--- src/logic/spm_cfg.svh ---
`ifndef SPM_CFG_SVH
`define SPM_CFG_SVH
`define SPM_MODE_CTRL_ADDR 14'h2015
`define SPM_SYS_CTRL_ADDR 14'h3fff
`define SPM_MODE_CTRL_W 9
`define SPM_SYS_CTRL_W 16
`define SPM_RX_SEL_BIT 4
`define SPM_UART_BIT 5
`define SPM_ALT_BIT 10
`define SPM_MODE_CTRL_RST 9'h000
`define SPM_SYS_CTRL_RST 16'h0000
`endif

--- src/logic/spm_pkg.sv ---
package spm_pkg;
  typedef logic [13:0] spm_addr_t;
  typedef logic [15:0] spm_data_t;
  typedef enum logic [2:0] {
    SPM_CFG_NORMAL = 3'h1,
    SPM_CFG_UART = 3'h2,
    SPM_CFG_ALT = 3'h4
  } spm_cfg_t;
endpackage

--- src/logic/spm_sel_if.sv ---
`timescale 1ns/1ps
interface spm_sel_if;
  logic rx_pin_select;
  logic uart_mode;
  logic alt_config;
  modport ctrl (output rx_pin_select, output uart_mode, output alt_config);
  modport mux (input rx_pin_select, input uart_mode, input alt_config);
endinterface

--- src/logic/spm_pin_mux.sv ---
`timescale 1ns/1ps
`include "spm_cfg.svh"
module spm_pin_mux (
  spm_sel_if.mux sel,
  input wire logic receive_pin_a,
  input wire logic receive_pin_b,
  input wire logic receive_frame_sync_pin,
  input wire logic transmit_frame_sync_pin,
  input wire logic serial_bit_clock_pin,
  input wire logic serial_transmit_output,
  input wire logic core_flag_output,
  input wire logic sport_rfs_out,
  input wire logic sport_rfs_oe,
  input wire logic core_flag_out_pin_value,
  output logic serial_receive_input,
  output logic sport_rfs_in,
  output logic sport_tfs_in,
  output logic sport_clock_in,
  output logic flag_input_pin,
  output logic core_external_int_a,
  output logic core_external_int_b,
  output logic transmit_pin_out,
  output logic gpio5_frame_sync_out,
  output logic gpio5_frame_sync_oe,
  output logic gpio_a_free,
  output logic gpio_b_free
);
  import spm_pkg::*;
  logic rx_sel;
  always_comb begin
    rx_sel = sel.rx_pin_select ? receive_pin_b : receive_pin_a;
    serial_receive_input = sel.alt_config ? 1'b1 : rx_sel;
    flag_input_pin = sel.alt_config ? rx_sel : 1'b0;
    // Idle-high keeps the port quiet while its pins are borrowed
    sport_rfs_in = sel.uart_mode ? rx_sel : receive_frame_sync_pin;
    if (sel.alt_config) begin
      sport_rfs_in = 1'b1;
    end
    sport_tfs_in = sel.alt_config ? 1'b1 : transmit_frame_sync_pin;
    core_external_int_a = sel.alt_config ? receive_frame_sync_pin : 1'b1;
    core_external_int_b = sel.alt_config ? transmit_frame_sync_pin : 1'b1;
    sport_clock_in = serial_bit_clock_pin;
    transmit_pin_out = sel.alt_config ? core_flag_out_pin_value : serial_transmit_output;
    if (sel.uart_mode) begin
      gpio5_frame_sync_out = core_flag_output;
      gpio5_frame_sync_oe = 1'b1;
    end else begin
      gpio5_frame_sync_out = sport_rfs_out;
      gpio5_frame_sync_oe = sport_rfs_oe & ~sel.alt_config;
    end
    gpio_a_free = sel.rx_pin_select;
    gpio_b_free = ~sel.rx_pin_select;
  end
endmodule // spm_pin_mux

--- src/logic/spm_top.sv ---
`timescale 1ns/1ps
`include "spm_cfg.svh"
// Notes on behaviour
// - One of two receive pins feeds the single serial receive input.
// - Receive select bit set routes receive pin B to the port.
// - Receive select bit clear routes receive pin A to the port.
// - UART mode bit set puts serial port one in UART emulation.
// - In UART mode receive data also drives receive frame sync.
// - In UART mode the core flag output drives the shared GPIO5 pin.
// - Bit 10 of system control at 0x3fff selects the alternate configuration.
// - Alternate: selected receive pin is flag input, transmit pin is flag output.
// - Alternate: receive frame sync pin becomes first external interrupt.
// - Alternate: transmit frame sync pin becomes second external interrupt.
// - Serial clock pin keeps its clock function in every configuration.
// - The unselected receive pin stays free for general-purpose I/O.
module spm_top (
  input wire logic clock,
  input wire logic srst,
  input wire spm_pkg::spm_addr_t reg_addr,
  input wire spm_pkg::spm_data_t reg_wdata,
  input wire logic reg_write,
  input wire logic reg_read,
  output spm_pkg::spm_data_t reg_rdata,
  input wire logic receive_pin_a,
  input wire logic receive_pin_b,
  input wire logic receive_frame_sync_pin,
  input wire logic transmit_frame_sync_pin,
  input wire logic serial_bit_clock_pin,
  input wire logic serial_transmit_output,
  input wire logic core_flag_output,
  input wire logic sport_rfs_out,
  input wire logic sport_rfs_oe,
  output logic serial_receive_input,
  output logic sport_rfs_in,
  output logic sport_tfs_in,
  output logic sport_clock_in,
  output logic flag_input_pin,
  output logic core_external_int_a,
  output logic core_external_int_b,
  output logic transmit_pin_out,
  output logic gpio5_frame_sync_out,
  output logic gpio5_frame_sync_oe,
  output logic gpio_a_free,
  output logic gpio_b_free,
  output spm_pkg::spm_cfg_t active_config
);
  import spm_pkg::*;
  logic [`SPM_MODE_CTRL_W-1:0] mode_ctrl_reg;
  logic [`SPM_MODE_CTRL_W-1:0] mode_ctrl_next;
  logic [`SPM_SYS_CTRL_W-1:0] sys_ctrl_reg;
  logic [`SPM_SYS_CTRL_W-1:0] sys_ctrl_next;
  spm_data_t rdata_reg;
  spm_data_t rdata_next;
  spm_sel_if sel ();

  always_comb begin
    mode_ctrl_next = mode_ctrl_reg;
    sys_ctrl_next = sys_ctrl_reg;
    rdata_next = 16'h0000;
    if (reg_write && reg_addr == `SPM_MODE_CTRL_ADDR) begin
      mode_ctrl_next = reg_wdata[`SPM_MODE_CTRL_W-1:0];
    end
    if (reg_write && reg_addr == `SPM_SYS_CTRL_ADDR) begin
      sys_ctrl_next = reg_wdata;
    end
    // Unmapped reads return zero; upper mode bits read as zero
    if (reg_read && reg_addr == `SPM_MODE_CTRL_ADDR) begin
      rdata_next = {7'h00, mode_ctrl_reg};
    end
    if (reg_read && reg_addr == `SPM_SYS_CTRL_ADDR) begin
      rdata_next = sys_ctrl_reg;
    end
  end

  always_ff @(posedge clock) begin
    if (srst) begin
      mode_ctrl_reg <= `SPM_MODE_CTRL_RST;
      sys_ctrl_reg <= `SPM_SYS_CTRL_RST;
      rdata_reg <= 16'h0000;
    end else begin
      mode_ctrl_reg <= mode_ctrl_next;
      sys_ctrl_reg <= sys_ctrl_next;
      rdata_reg <= rdata_next;
    end
  end

  assign reg_rdata = rdata_reg;
  assign sel.rx_pin_select = mode_ctrl_reg[`SPM_RX_SEL_BIT];
  assign sel.uart_mode = mode_ctrl_reg[`SPM_UART_BIT];
  assign sel.alt_config = sys_ctrl_reg[`SPM_ALT_BIT];

  always_comb begin
    // Alternate takes precedence here and for sport_rfs_in; UART mode still wins for GPIO5
    if (sel.alt_config) begin
      active_config = SPM_CFG_ALT;
    end else if (sel.uart_mode) begin
      active_config = SPM_CFG_UART;
    end else begin
      active_config = SPM_CFG_NORMAL;
    end
  end

  spm_pin_mux u_mux (
    .sel(sel),
    .receive_pin_a(receive_pin_a),
    .receive_pin_b(receive_pin_b),
    .receive_frame_sync_pin(receive_frame_sync_pin),
    .transmit_frame_sync_pin(transmit_frame_sync_pin),
    .serial_bit_clock_pin(serial_bit_clock_pin),
    .serial_transmit_output(serial_transmit_output),
    .core_flag_output(core_flag_output),
    .sport_rfs_out(sport_rfs_out),
    .sport_rfs_oe(sport_rfs_oe),
    .core_flag_out_pin_value(core_flag_output),
    .serial_receive_input(serial_receive_input),
    .sport_rfs_in(sport_rfs_in),
    .sport_tfs_in(sport_tfs_in),
    .sport_clock_in(sport_clock_in),
    .flag_input_pin(flag_input_pin),
    .core_external_int_a(core_external_int_a),
    .core_external_int_b(core_external_int_b),
    .transmit_pin_out(transmit_pin_out),
    .gpio5_frame_sync_out(gpio5_frame_sync_out),
    .gpio5_frame_sync_oe(gpio5_frame_sync_oe),
    .gpio_a_free(gpio_a_free),
    .gpio_b_free(gpio_b_free)
  );
endmodule // spm_top

--- config.mk ---
export PLATFORM = sky130hd
export DESIGN_NAME = spm_top
export DESIGN_NICKNAME = d
export VERILOG_FILES = /design/src/logic/spm_pkg.sv /design/src/logic/spm_sel_if.sv /design/src/logic/spm_pin_mux.sv /design/src/logic/spm_top.sv
export VERILOG_INCLUDE_DIRS = /design/src /design/src/logic
export SDC_FILE = /design/constraint.sdc
export NUM_CORES = 1
export LEC_CHECK = 0
export BUFFER_PORTS_ARGS = -buffer_cell sky130_fd_sc_hd__buf_2
export CAP_MARGIN = 0
export CORE_UTILIZATION = 36
export CTS_BUF_LIST = sky130_fd_sc_hd__clkbuf_8
export CTS_CLUSTER_DIAMETER = 30
export DETAILED_ROUTE_END_ITERATION = 12
export PLACE_DENSITY = 0.67
export SLEW_MARGIN = 20
export SYNTH_ARGS = -nofsm -noshare
export SYNTH_HDL_FRONTEND = slang
export SYNTH_SLANG_ARGS = --single-unit
--- constraint.sdc ---
create_clock -name clock -period 1.6 [get_ports clock]
set_input_delay 0.32 -clock clock [delete_from_list [all_inputs] [get_ports clock]]
set_output_delay 0.32 -clock clock [all_outputs]
set_load 0.1 [all_outputs]
==> qor.txt <==
clock sinks - 41
largest net degree at the start of global routing - 26
Clock Pin Slew Worst Setup and Hold Paths - 0.07 ns
PnR worst setup slack - -0.02413 ns
Syn Nets - 195
# rows - 23
post-route setup TNS - -0.06341 ns
antenna violations before repair - 0
reg2reg path depth - 3
share of layout cells above drive strength 1 - 0.4703
final non-filler cell total - 286
post-synthesis cell area - 1605 sq um
Placement Cell Area - 2247 sq um
Pwr Density - 777.9 nW/um^2
Synth Area in Compound Gates - 0.05456
synth top area cells - dfxtp_1 51%, mux2i_1 16%, nor2_1 6.8%, a22o_1 4.4%, and2_1 2.7%
ys flop type - dfxtp_1
Antenna diodes - 0
arrival time worst endpoint - 1.30 ns
EDFF count, synth - 0
final non-filler cell area - 2366 sq um
placed cell count - 275
Post-Syn Area per Cell - 10.56 sq um
full die area - 4730 sq um
Slew Limit Fails - 0
cell taking the most area after synthesis - dfxtp_1
status - finished, violations left
total of max-cap violations - 0
Via density - 4.811
CTS tree - done
final hold slack - 0.2672 ns
most common cell after layout, fill and taps aside - buf_2
Hold-fix buffers, CTS - 0
Fin. Hold Viols - 0
Distinct cells, synth - 30
Post-DP HPWL - 2666 um
hold depth - 3
Die W - 68.78 um
peak supply drop - 0.6334 mV
initial core utilization - 0.3874
slew of the pin with the lowest slew margin - 0.4967 ns
Fmax - 615.7 MHz
vias in the first global route - 1251
Final min period - 1.624 ns
Hold Crit Class - input pin to flip-flop
launching point of the worst reg2reg path - mode_ctrl_reg[4]
IO Port Bufs - 71
Pwr Total - 1841 uW
Die Y - 68.78 um
hold_sp - reg_wdata[13]
area grow syn2layout - 47.39%
Final period util - 1.015
RSZ-0062 raised after global routing - yes
CTS root buf - clkbuf_8
share of the yosys chip area belonging to registers - 0.5113
Post-Synth Simple-Gate Area - 0.2058
largest family of logic cells by synthesized area - simple AND/OR/NAND/NOR gates
DR iter-0 viols - 35
static leakage - 0.001106 uW
Slew headroom - 0.6711
yosys warns - 0
routed len/inst - 12.50 um
Remaining DRCs - 0
Req. time, crit path - 1.28 ns
clock skew - 0.003553 ns
top-area cell type share of the netlist area - 0.5113
final setup vio count - 4
via count - 1376
FF+latch count, synth - 41
H-Tree Depth - 2
failing checks - negative setup slack
later-pin clock latency in the skew report - 0.29 ns
router iterations before antenna repair - 4
post-synthesis mux area share - 0.1761
Post-Synthesis Cells - 152
Crit Path Category - flip-flop to output pin
Worst setup EP type - output pin
post-route ant nets - 0
Post-Synth XOR/XNOR Area - 0
crit path from - mode_ctrl_reg[4]
top-level I/O count - 74
gpl congestion - 0.8428
CTS buffer count - 5
final WL - 3576 um
first-pass GRT wire length - 5575 um
GRT Util Overall - 0.1613
peak fanout along the critical path - 4
core area - 4144 sq um
clk buf depth - 2
commonest cells after routing, fill and taps aside - 60 x buf_2, 39 x dfxtp_1, 27 x nor2_1, 25 x mux2i_1, 14 x buf_4
grt total ovfl - 0
Layout Nets - 278
startpoint types - flip-flop
Post-synth ARST share - 0
Synth Area in Adders - 0
[cell usage after synthesis (3+ instances only)]
| master | n |
|---|---|
| a22o_1 | 8 |
| and2_1 | 7 |
| dfxtp_1 | 41 |
| mux2i_1 | 26 |
| nand2_1 | 5 |
| nand4_2 | 3 |
| nor2_1 | 29 |
[worst max-delay path: stages (launching register included)]
cell     delay [ns]
dfxtp_4        0.38
mux2i_4        0.24
buf_4          0.16
nand2_2        0.07
buf_12         0.17
[power breakdown]
part           internal [uW]  total, uW  switching [uW]
sequential              1020       1020          0.0103
clock                    296        631             335
combinational           78.0        192             114
total                   1390       1840             449
[area by class of cell]
type | count | area [sq um]
sequential | 41 | 825.8
timing repair buffer | 86 | 636.9
clock inverter | 3 | 13.76
fill | 373 | 1778
clock buffer | 5 | 68.82
tap | 50 | 62.56
inverter | 2 | 11.26
multi-input combinational | 99 | 747.0
[layer usage]
metal / track usage / vias to the layer above / part of all wire
li1: - / 684 / -
met1: 0.1912 / 633 / 0.41
met2: 0.2696 / 53 / 0.51
met3: 0.05099 / 6 / 0.065
met4: 0.06378 / 0 / 0.019
met5: 0 / - / 0
[final timing paths]
| path | slack [ns] | to |
|---|---|---|
| worst min-delay path | 0.27 | sys_ctrl_reg[13] |
| worst max register to register | 0.81 | mode_ctrl_reg[4] |
| worst min register to register | 0.46 | reg_rdata[14] |
| worst max-delay path | -0.02 | serial_receive_input |
[logic make-up (layout without fill, tap and decap cells)]
| group | count (synthesis) | count (layout) |
|---|---|---|
| AND/OR/NAND/NOR | 60 | 60 |
| flip-flops | 41 | 41 |
| multiplexers | 28 | 28 |
| buffers and inverters | 12 | 96 |
| AO/OA/AOI/OAI | 11 | 11 |
[timing repair]
action	CTS	global route
endpoints found under the setup margin	5	5
pin swaps	1	3
buffers inserted	2	1
cloned	0	0
resized for setup	4	2
endpoints found under the hold margin	0	0
[metrics by stage]
stage               setup WS (ns)    util
floorplan                -0.08408       -
global placement          0.07887  0.5423
detailed placement        0.08010  0.5423
CTS                      -0.03704  0.5685
global route             -0.07864  0.5710
finish                   -0.02413  0.5710
Note: power is estimated with default switching activity, not from simulation.
